`src/hw/flash_protect_pkg.sv`:
```
/*
  Constants for the program-memory and data-EEPROM protection checker:
  address map, configuration byte addresses, bit positions and codes.
  Assumes 22-bit table addresses from the core and the programmer.
*/
package flash_protect_pkg;
  localparam int ADDR_W = 22;
  localparam int NUM_BLOCKS = 6;
  localparam logic [ADDR_W-1:0] BOOT_END_ADDR = 22'h0007ff;
  localparam logic [ADDR_W-1:0] BLOCK0_END_ADDR = 22'h003fff;
  localparam int BLOCK_SHIFT = 14;
  localparam logic [ADDR_W-1:0] MEM_END_LARGE = 22'h017fff;
  localparam logic [ADDR_W-1:0] MEM_END_SMALL = 22'h013fff;
  localparam logic [ADDR_W-1:0] ID_FIRST_ADDR = 22'h200000;
  localparam logic [ADDR_W-1:0] ID_LAST_ADDR = 22'h200007;
  localparam logic [ADDR_W-1:0] CFG_FIRST_ADDR = 22'h300000;
  localparam logic [ADDR_W-1:0] CFG_LAST_ADDR = 22'h30000d;
  localparam logic [ADDR_W-1:0] DEVID_FIRST_ADDR = 22'h3ffffe;
  localparam logic [ADDR_W-1:0] BLOCK_EXT_ADDR = 22'h300008;
  localparam logic [ADDR_W-1:0] BOOT_EE_EXT_ADDR = 22'h300009;
  localparam logic [ADDR_W-1:0] BLOCK_WR_ADDR = 22'h30000a;
  localparam logic [ADDR_W-1:0] BOOT_EE_CFG_WR_ADDR = 22'h30000b;
  localparam logic [ADDR_W-1:0] BLOCK_XRD_ADDR = 22'h30000c;
  localparam logic [ADDR_W-1:0] BOOT_XRD_ADDR = 22'h30000d;
  localparam int EE_EXT_BIT = 7;
  localparam int BOOT_EXT_BIT = 6;
  localparam int EE_WR_BIT = 7;
  localparam int BOOT_WR_BIT = 6;
  localparam int CFG_WR_BIT = 5;
  localparam int BOOT_XRD_BIT = 6;
  localparam logic [7:0] ERASED_BYTE = 8'hff;
  localparam logic [7:0] ZERO_BYTE = 8'h00;
  localparam logic [2:0] BOOT_INDEX = 3'h7;
  localparam logic [2:0] NO_BLOCK = 3'h6;

  typedef enum logic [1:0] {SRC_CORE, SRC_PROG} source_t;
  typedef enum logic [2:0] {
    OP_READ, OP_WRITE, OP_ROW_ERASE, OP_BLOCK_ERASE, OP_CHIP_ERASE
  } op_t;
  typedef enum logic [1:0] {
    SPACE_PROG, SPACE_EEPROM, SPACE_CONFIG, SPACE_OTHER
  } space_t;
endpackage

```
`src/hw/flash_block_code_protection.sv`:
```
/*
  Protection checker: judges each table read, table write and programmer
  request against the protection configuration bytes it holds, filters read
  data and answers grant or deny one cycle later.
  Assumes one request per enabled cycle, memory data offered with the request,
  and that the array behind it acts only on a grant.
*/
// Overview of operation
// - Boot block spans addresses zero through 0007FFh.
// - Block 0 ends at 003FFFh; later blocks are 16 Kbyte each.
// - Each block has external, table-write and cross-read protect bits.
// - External protect bit blocks programmer reads, writes and row erases only.
// - Table writes to a block with write-protect bit zero are suppressed.
// - Table reads from inside a cross-read protected block see true data.
// - Table reads from outside a cross-read protected block return zeros.
// - Ordinary writes only clear protection bits, never set them.
// - Only reset or programmer chip or block erase sets protection bits again.
// - EEPROM external protect blocks programmer EEPROM reads and writes.
// - EEPROM write protect blocks all EEPROM writes.
// - Core EEPROM reads ignore both EEPROM protect bits.
// - Config write protect guards config bytes; only programmer changes it.
// - Protect bytes sit at 300008h through 30000Dh.
// - Table reads fetch device ID; config bytes readable and writable.
// - Eight ID bytes end at 200007h, readable even when protected.
// - Protected memory needs block erase; row erase only unprotected.
`timescale 1ns/1ps
module flash_block_code_protection (
  input wire logic sys_clk,
  input wire logic rst_n,
  input wire logic clk_en,
  input wire logic small_variant,
  input wire logic req_valid,
  input wire flash_protect_pkg::source_t req_source,
  input wire flash_protect_pkg::op_t req_op,
  input wire flash_protect_pkg::space_t req_space,
  input wire logic [flash_protect_pkg::ADDR_W-1:0] req_addr,
  input wire logic [flash_protect_pkg::ADDR_W-1:0] instr_addr,
  input wire logic [7:0] req_wdata,
  input wire logic [7:0] mem_rdata,
  output logic resp_valid,
  output logic resp_grant,
  output logic [7:0] resp_rdata,
  output logic [7:0] block_external_protect,
  output logic [7:0] block_write_protect,
  output logic [7:0] block_crossread_protect,
  output logic [7:0] boot_eeprom_external_protect,
  output logic [7:0] boot_eeprom_config_write_protect,
  output logic [7:0] boot_crossread_protect
);
  import flash_protect_pkg::*;

  // ----------------------------------------------------------------
  // Protection configuration bytes
  // ----------------------------------------------------------------
  logic [7:0] block_ext_reg, block_wr_reg, block_xrd_reg;
  logic [7:0] boot_ee_ext_reg, boot_ee_cfg_wr_reg, boot_xrd_reg;
  logic [7:0] other_cfg_reg [CFG_FIRST_ADDR[3:0]:CFG_LAST_ADDR[3:0]];

  // ----------------------------------------------------------------
  // Address classification
  // ----------------------------------------------------------------
  function automatic logic [2:0] block_of(input logic [ADDR_W-1:0] a, input logic is_small);
    logic [ADDR_W-1:0] last;
    last = is_small ? MEM_END_SMALL : MEM_END_LARGE;
    if (a <= BOOT_END_ADDR) block_of = BOOT_INDEX;
    else if (a <= BLOCK0_END_ADDR) block_of = 3'h0;
    else if (a <= last) block_of = 3'(a >> BLOCK_SHIFT);
    else block_of = NO_BLOCK;
  endfunction

  logic [2:0] tgt_blk, src_blk;
  logic tgt_ext, tgt_wr, tgt_xrd, is_cfg, is_id, is_devid;
  logic grant_next;
  logic [7:0] rdata_next, cfg_rd;

  assign tgt_blk = block_of(req_addr, small_variant);
  assign src_blk = block_of(instr_addr, small_variant);
  assign is_cfg = req_addr >= CFG_FIRST_ADDR && req_addr <= CFG_LAST_ADDR;
  assign is_id = req_addr >= ID_FIRST_ADDR && req_addr <= ID_LAST_ADDR;
  assign is_devid = req_addr >= DEVID_FIRST_ADDR;

  // Per-block bits
  always_comb begin
    if (tgt_blk == BOOT_INDEX) begin
      tgt_ext = boot_ee_ext_reg[BOOT_EXT_BIT];
      tgt_wr = boot_ee_cfg_wr_reg[BOOT_WR_BIT];
      tgt_xrd = boot_xrd_reg[BOOT_XRD_BIT];
    end else if (tgt_blk < NO_BLOCK) begin
      tgt_ext = block_ext_reg[tgt_blk];
      tgt_wr = block_wr_reg[tgt_blk];
      tgt_xrd = block_xrd_reg[tgt_blk];
    end else begin
      tgt_ext = 1'b1;
      tgt_wr = 1'b1;
      tgt_xrd = 1'b1;
    end
  end

  always_comb begin
    unique case (req_addr)
      BLOCK_EXT_ADDR: cfg_rd = block_ext_reg;
      BOOT_EE_EXT_ADDR: cfg_rd = boot_ee_ext_reg;
      BLOCK_WR_ADDR: cfg_rd = block_wr_reg;
      BOOT_EE_CFG_WR_ADDR: cfg_rd = boot_ee_cfg_wr_reg;
      BLOCK_XRD_ADDR: cfg_rd = block_xrd_reg;
      BOOT_XRD_ADDR: cfg_rd = boot_xrd_reg;
      default: cfg_rd = is_cfg ? other_cfg_reg[req_addr[3:0]] : ZERO_BYTE;
    endcase
  end

  // ----------------------------------------------------------------
  // Access decision
  // ----------------------------------------------------------------
  always_comb begin
    grant_next = 1'b1;
    rdata_next = ZERO_BYTE;
    unique case (req_space)
      SPACE_PROG: begin
        if (tgt_blk == NO_BLOCK) begin
          grant_next = req_op == OP_READ;
        end else if (req_source == SRC_PROG) begin
          unique case (req_op)
            OP_READ, OP_WRITE: grant_next = tgt_ext;
            OP_ROW_ERASE: grant_next = tgt_ext && tgt_wr;
            default: grant_next = 1'b1;
          endcase
          if (req_op == OP_READ && tgt_ext) rdata_next = mem_rdata;
        end else begin
          unique case (req_op)
            OP_READ: begin
              // Blocked reads are granted but see zeros
              if (tgt_xrd || src_blk == tgt_blk) rdata_next = mem_rdata;
            end
            OP_WRITE, OP_ROW_ERASE: grant_next = tgt_wr;
            default: grant_next = 1'b0;
          endcase
        end
      end
      SPACE_EEPROM: begin
        if (req_op == OP_READ) begin
          grant_next = req_source == SRC_CORE || boot_ee_ext_reg[EE_EXT_BIT];
          if (grant_next) rdata_next = mem_rdata;
        end else if (req_op == OP_WRITE) begin
          grant_next = boot_ee_cfg_wr_reg[EE_WR_BIT] &&
                       (req_source == SRC_CORE || boot_ee_ext_reg[EE_EXT_BIT]);
        end else begin
          grant_next = req_source == SRC_PROG;
        end
      end
      SPACE_CONFIG: begin
        if (req_op == OP_READ) begin
          rdata_next = cfg_rd;
          grant_next = is_cfg;
        end else if (req_op == OP_WRITE) begin
          grant_next = is_cfg && boot_ee_cfg_wr_reg[CFG_WR_BIT];
        end else begin
          grant_next = req_source == SRC_PROG && req_op != OP_ROW_ERASE;
        end
      end
      default: begin
        // ID bytes and device ID ignore code protection
        if (req_op == OP_READ) begin
          grant_next = is_id || is_devid;
          rdata_next = grant_next ? mem_rdata : ZERO_BYTE;
        end else begin
          grant_next = is_id && req_op == OP_WRITE;
        end
      end
    endcase
  end

  // ----------------------------------------------------------------
  // Configuration byte updates
  // ----------------------------------------------------------------
  logic cfg_wr_go, erase_go;
  assign cfg_wr_go = clk_en && req_valid && req_space == SPACE_CONFIG &&
                     req_op == OP_WRITE && grant_next;
  // Chip erase, or block erase of program memory, restores the bits
  assign erase_go = clk_en && req_valid && req_source == SRC_PROG &&
                    (req_op == OP_CHIP_ERASE ||
                     (req_op == OP_BLOCK_ERASE && req_space == SPACE_PROG));

  always_ff @(posedge sys_clk) begin
    if (!rst_n) begin
      block_ext_reg <= ERASED_BYTE;
      block_wr_reg <= ERASED_BYTE;
      block_xrd_reg <= ERASED_BYTE;
      boot_ee_ext_reg <= ERASED_BYTE;
      boot_ee_cfg_wr_reg <= ERASED_BYTE;
      boot_xrd_reg <= ERASED_BYTE;
    end else if (erase_go) begin
      block_ext_reg <= ERASED_BYTE;
      block_wr_reg <= ERASED_BYTE;
      block_xrd_reg <= ERASED_BYTE;
      boot_ee_ext_reg <= ERASED_BYTE;
      boot_ee_cfg_wr_reg <= ERASED_BYTE;
      boot_xrd_reg <= ERASED_BYTE;
    end else if (cfg_wr_go) begin
      // AND keeps zeros: bits only move from one to zero
      unique case (req_addr)
        BLOCK_EXT_ADDR: block_ext_reg <= block_ext_reg & req_wdata;
        BOOT_EE_EXT_ADDR: boot_ee_ext_reg <= boot_ee_ext_reg & req_wdata;
        BLOCK_WR_ADDR: block_wr_reg <= block_wr_reg & req_wdata;
        BOOT_EE_CFG_WR_ADDR: begin
          // Core may not touch the config write-protect bit
          boot_ee_cfg_wr_reg <= boot_ee_cfg_wr_reg &
            (req_source == SRC_PROG ? req_wdata : (req_wdata | 8'(1 << CFG_WR_BIT)));
        end
        BLOCK_XRD_ADDR: block_xrd_reg <= block_xrd_reg & req_wdata;
        BOOT_XRD_ADDR: boot_xrd_reg <= boot_xrd_reg & req_wdata;
        default: begin
        end
      endcase
    end
  end

  // Other configuration bytes are plain storage
  always_ff @(posedge sys_clk) begin
    if (!rst_n) begin
      for (int i = CFG_FIRST_ADDR[3:0]; i <= CFG_LAST_ADDR[3:0]; i++) begin
        other_cfg_reg[i] <= ERASED_BYTE;
      end
    end else if (cfg_wr_go && req_addr < BLOCK_EXT_ADDR) begin
      other_cfg_reg[req_addr[3:0]] <= req_wdata;
    end
  end

  // ----------------------------------------------------------------
  // Response
  // ----------------------------------------------------------------
  always_ff @(posedge sys_clk) begin
    if (!rst_n) begin
      resp_valid <= 1'b0;
      resp_grant <= 1'b0;
      resp_rdata <= ZERO_BYTE;
    end else if (clk_en) begin
      resp_valid <= req_valid;
      resp_grant <= req_valid && grant_next;
      resp_rdata <= req_valid ? rdata_next : ZERO_BYTE;
    end
  end

  always_ff @(posedge sys_clk) begin
    if (!rst_n) begin
      block_external_protect <= ERASED_BYTE;
      block_write_protect <= ERASED_BYTE;
      block_crossread_protect <= ERASED_BYTE;
      boot_eeprom_external_protect <= ERASED_BYTE;
      boot_eeprom_config_write_protect <= ERASED_BYTE;
      boot_crossread_protect <= ERASED_BYTE;
    end else if (clk_en) begin
      block_external_protect <= block_ext_reg;
      block_write_protect <= block_wr_reg;
      block_crossread_protect <= block_xrd_reg;
      boot_eeprom_external_protect <= boot_ee_ext_reg;
      boot_eeprom_config_write_protect <= boot_ee_cfg_wr_reg;
      boot_crossread_protect <= boot_xrd_reg;
    end
  end
endmodule

```
`config.mk`:
```
export PLATFORM = sky130hd
export DESIGN_NAME = flash_block_code_protection
export DESIGN_NICKNAME = d
export VERILOG_FILES = /design/src/hw/flash_protect_pkg.sv /design/src/hw/flash_block_code_protection.sv
export SDC_FILE = /design/constraint.sdc
export NUM_CORES = 1
export LEC_CHECK = 0
export ABC_CLOCK_PERIOD_IN_PS = 3550
export BUFFER_PORTS_ARGS = -buffer_cell sky130_fd_sc_hd__buf_2
export CORE_MARGIN = 4
export CORE_UTILIZATION = 50
export CTS_CLUSTER_SIZE = 24
export DETAILED_ROUTE_END_ITERATION = 10
export PLACE_DENSITY = 0.74
export SYNTH_ARGS = -nofsm -noshare
export SYNTH_HDL_FRONTEND = slang
export SYNTH_SLANG_ARGS = --single-unit
```
`constraint.sdc`:
```
create_clock -name sys_clk -period 3.55 [get_ports sys_clk]
set_clock_uncertainty 0.2 [all_clocks]
set_input_delay 0.5325 -clock sys_clk [delete_from_list [all_inputs] [get_ports sys_clk]]
set_output_delay 0.5325 -clock sys_clk [all_outputs]
set_load 0.05 [all_outputs]
```
==> After elaboration in Yosys (flattened, before gate mapping) <==
Memory sizes are Yosys's and may differ from the RTL's.
Cells that the tools add are included.
{ "word_totals": {"ff_bits": 106, "mem_bits_rw": 112, "in_bits": 72, "out_inout_bits": 58, "wordCells": 139, "memories": 1} }
{ "classes": {"n_lt_le_gt_ge": 14, "n_eq_ne": 17, "mux": 51, "bitwise_logic": 7, "n_reduce_logical": 34} }
{ "memory_table": {"columns": ["name", "words", "width", "rd", "rd_clocked_by_memory_dff", "write_ports", "line", "rtl"], "rows": [
  ["other_cfg_reg", 14, 8, 1, 0, 14, "flash_block_code_protection.sv:57", "logic [7:0] other_cfg_reg [CFG_FIRST_ADDR[3:0]:CFG_LAST_ADDR[3:0]];"]
]} }
{ "op_table": {"columns": ["cell", "count"], "rows": [
  ["equality test 22 bit, second input constant", 6],
  ["2-to-1 mux 8 bit", 13],
  [">= comparator 22 bit, second input constant", 3],
  ["bitwise AND 8 bit", 6],
  ["case mux 8 bit (6 select lines)", 1],
  ["less-or-equal comparator 22 x 11 -> 1 bit, second input constant", 2],
  ["less-or-equal comparator 22 x 14 -> 1 bit, second input constant", 2],
  ["less-or-equal comparator 22 bit, second input constant", 2],
  ["case mux 8 bit (3 select lines)", 1],
  ["less-or-equal comparator 22 x 17 -> 1 bit", 1],
  ["less-or-equal comparator 22 bit", 1],
  ["less-than comparator 22 bit, second input constant", 1],
  ["2-to-1 mux 1 bit", 21],
  ["2-to-1 mux 3 bit", 6],
  ["logical AND 1 bit", 17],
  ["2-to-1 mux 15 bit", 1],
  ["AND reduction 2 bit", 6],
  ["binary-select mux 1 bit (select 3 bit)", 3],
  ["equality test 3 bit, second input constant", 3],
  ["OR reduction 8 bit", 1],
  ["equality test 3 x 2 -> 1 bit, second input constant", 2],
  ["2-to-1 mux 6 bit", 1],
  ["OR reduction 2 bit", 3],
  ["equality test 2 x 1 -> 1 bit, second input constant", 2],
  ["other kinds (13)", 18]
]} }

==> Longest topological paths before layout <==
{ "logic_depth": {"depth_word": 21, "mapped_depth": 10, "depth_no_buf": 8} }

==> Worst setup path after synthesis <==
OpenSTA, ideal clock, no wires.
{ "synth_path": {"kind": "input-to-reg", "start": "input req_addr[1] (netlist bit)", "end": "memory other_cfg_reg[6][0] (netlist bit) (enable)", "setup_time_ns": 0.374, "arrival_ns": 2.844, "t_required_ns": 2.976, "slack_ns": 0.133, "path_stages": 9, "path_cell_list": "buf_4 > nand3_4 > nor4_4 > a41oi_2 > a211o_4 > a211oi_4 > nand2_2 > buf_2 > o21ai_1"} }
{ "synth_rtl": {"columns": ["element", "line", "rtl"], "rows": [
  ["start, declared", "flash_block_code_protection.sv:36", "input wire logic [flash_protect_pkg::ADDR_W-1:0] req_addr,"],
  ["end, declared", "flash_block_code_protection.sv:57", null]
]} }

==> impl_metrics.env <==
export IMPL_hold_path_depth=3
export IMPL_gp_congestion=0.9406
export IMPL_diodes=0
export IMPL_place_inst=1129
export IMPL_stdcell_count=1161
export IMPL_endpoint_kind="flop"
export IMPL_hold_buffers=0
export IMPL_syn2layout_area_growth_pct=19.51
export IMPL_cts_resized=0
export IMPL_worst_slack_ns=0.3992
export IMPL_cts_sinks=170
export IMPL_rr_worst_depth=8
export IMPL_status="finished, final reports clean"
export IMPL_vdd_ir_drop_max_mv=0.3690
export IMPL_power_leakage_nw=3.435
export IMPL_post_cts_buffers=0
export IMPL_wl_per_cell_microns=20.69
export IMPL_grt_overflow_total=0
export IMPL_die_x_microns=137.2
export IMPL_path_max_fanout=8
export IMPL_io_pins=130
export IMPL_syn_num_nets=861
export IMPL_drc=0
export IMPL_setup_viol=0
export IMPL_tightest_slew_ns=0.8348
export IMPL_synth_area_leader_cell="dfxtp_1"
export IMPL_start_util_pct=51.78
export IMPL_largest_reg_flops=64
export IMPL_grt_max_degree=60
export IMPL_ant_nets=0
export IMPL_avgViaCountPerCell=5.978
export IMPL_firstDrtPassIters=5
export IMPL_synth_seq_cells=170
export IMPL_fmax_ghz=0.3174
export IMPL_dpl_worst_slack_ns=0.01107
export IMPL_min_period_over_period_pct=88.76
export IMPL_clockBufferDepth=2
export IMPL_critPathArrivalTime_ns=3.04
export IMPL_port_buffers=129
export IMPL_relSlewSlack_pct=44.35
export IMPL_critPathKind="input pin to flop"
export IMPL_r2r_setup_slack_ns=0.76
export IMPL_grt_pass1_wl_microns=36030
export IMPL_syn_inst=787
export IMPL_finalCriticalPeriod_ns=3.151
export IMPL_ctsHtreeMaxLevel=4
export IMPL_maxCapViolations=0
export IMPL_critPathLaunchType="input pin"
export IMPL_dieArea_sq_um=18820
export IMPL_ys_types=73
export IMPL_drtIter0Drc=749
export IMPL_yosysSeqAreaShare_pct=48.46
export IMPL_yosysMostFrequentCell="dfxtp_1"
export IMPL_path_clk_slew_ns=0.07
export IMPL_clock_latency_ns=0.43
export IMPL_synthTopCellsByCount="106 x dfxtp_1, 102 x nand2_1, 64 x edfxtp_1"
export IMPL_maxSlewViolCount=0
export IMPL_synthTopCellsByArea="dfxtp_1 25%, edfxtp_1 23%, mux2i_1 7.4%, mux4_2 4.9%, nand2_1 4.6%"
export IMPL_ys_warn_count=0
export IMPL_grt_pass1_vias=6505
export IMPL_syn_area_sq_um=8344
export IMPL_core_sq_um=16120
export IMPL_hp_class="input pin to flop"
export IMPL_vias=6941
export IMPL_finalWirelength_microns=24020
export IMPL_dp_hpwl_microns=17750
export IMPL_finalPower_mw=4.158
export IMPL_cts_tree="yes"
export IMPL_hold_viol=0
export IMPL_critPathRequiredTime_ns=3.44
export IMPL_cts_buffers=17
export IMPL_avgSynthCellArea_sq_um=10.60
export IMPL_num_rows=46
export IMPL_async_flop_share_pct=0
export IMPL_power_density_nw_per_um2=417.0
export IMPL_track_usage_pct=25.58
export IMPL_synth_top_area_share_pct=25.43
export IMPL_drive_above_1_share_pct=26.98
export IMPL_grt_antenna_before_repair=0
export IMPL_root_buffer="clkbuf_16"
export IMPL_die_height_microns=137.2
export IMPL_synth_edf_count=64
export IMPL_finalNetCount=1006
export IMPL_grt_setup_unrepaired="false"
export IMPL_tns_ns=0
export IMPL_synth_ff_type="dfxtp_1"
## metal layers
layer | vias to the layer above | GRT usage (%) | part of all wire [%] | routed length, microns
met2 | 322 | 40.49 | 46 | 11150
met5 | - | 0 | 0 | 0
met1 | 3344 | 34.23 | 42 | 10020
li1 | 3234 | - | - | -
met4 | 0 | 10.09 | 3.0 | 720
met3 | 41 | 5.844 | 8.8 | 2117
## report_power, final
group | internal (mW) | switching (mW) | total, mW
combinational | 0.121 | 0.205 | 0.326
clock | 0.937 | 0.864 | 1.80
sequential | 2.03 | 0.00532 | 2.03
total | 3.08 | 1.07 | 4.16
## metrics by stage
stage	utilization, %	hold WS [ns]	instance area (sq um)
after floorplan	-	0.2431	8344
after global placement	58.35	0.2492	9403
after detailed placement	58.35	0.2517	9403
after CTS	61.88	0.1197	9972
after global routing	61.88	0.1371	9972
final	61.88	0.1338	9972
## final timing paths
kind | end | start
max | other_cfg_reg[1][6] | req_addr[19]
min | resp_rdata[7] | mem_rdata[7]
max reg2reg | other_cfg_reg[1][6] | boot_ee_cfg_wr_reg[5]
min reg2reg | boot_eeprom_external_protect[3] | boot_eeprom_external_protect[3]
## cell families (layout without fill, tap and decap cells)
family / Yosys count / after routing / share of synthesized area, %
adders and majority gates: 2 / 2 / 0.2998
DFF: 170 / 170 / 48.46
xor gates and xnor gates: 2 / 2 / 0.2100
muxes: 84 / 84 / 12.84
buffers and inverters: 63 / 221 / 3.254
and+or+nand+nor: 314 / 314 / 20.32
AOI/OAI and AO/OA: 152 / 152 / 14.62
## worst max-delay path: stages
cell and delay [ns]:
buf_2 0.12, or4_4 0.55, nor3_2 0.19, a41oi_2 0.07
a211o_4 0.40, a2111oi_2 0.45, buf_4 0.19, and3_1 0.18
nand2b_1 0.35
## cell usage in the layout (no fill, tap or decap), drive strengths merged, types with 7 or more instances in the layout
| master | netlist | layout |
|---|---|---|
| buf | 17 | 174 |
| dfxtp | 106 | 106 |
| nand2 | 103 | 103 |
| edfxtp | 64 | 64 |
| mux2i | 62 | 62 |
| a21o | 48 | 48 |
| nand2b | 46 | 46 |
| or3 | 34 | 34 |
| nor2 | 33 | 33 |
| inv | 15 | 26 |
| a21oi | 21 | 21 |
| nand4 | 20 | 20 |
| nand3 | 20 | 20 |
| mux4 | 18 | 18 |
| clkbuf | 31 | 17 |
| o21ai | 17 | 17 |
| nor3 | 13 | 13 |
| o31ai | 12 | 12 |
| nor4 | 11 | 11 |
| nor2b | 9 | 9 |
| a221oi | 9 | 9 |
| nand4b | 8 | 8 |
| a2111oi | 7 | 7 |
## cell type report
cell class              count  area [sq um]
clock buffers              17         425.4
clock inverters            15         143.9
fillers                  1354          6143
inverters                  15         56.30
multi-input cells         554          4049
flip-flops and latches    170          4044
well taps                 216         270.3
repair buffers            174         983.4
Note: power is estimated with default switching activity, not from simulation.
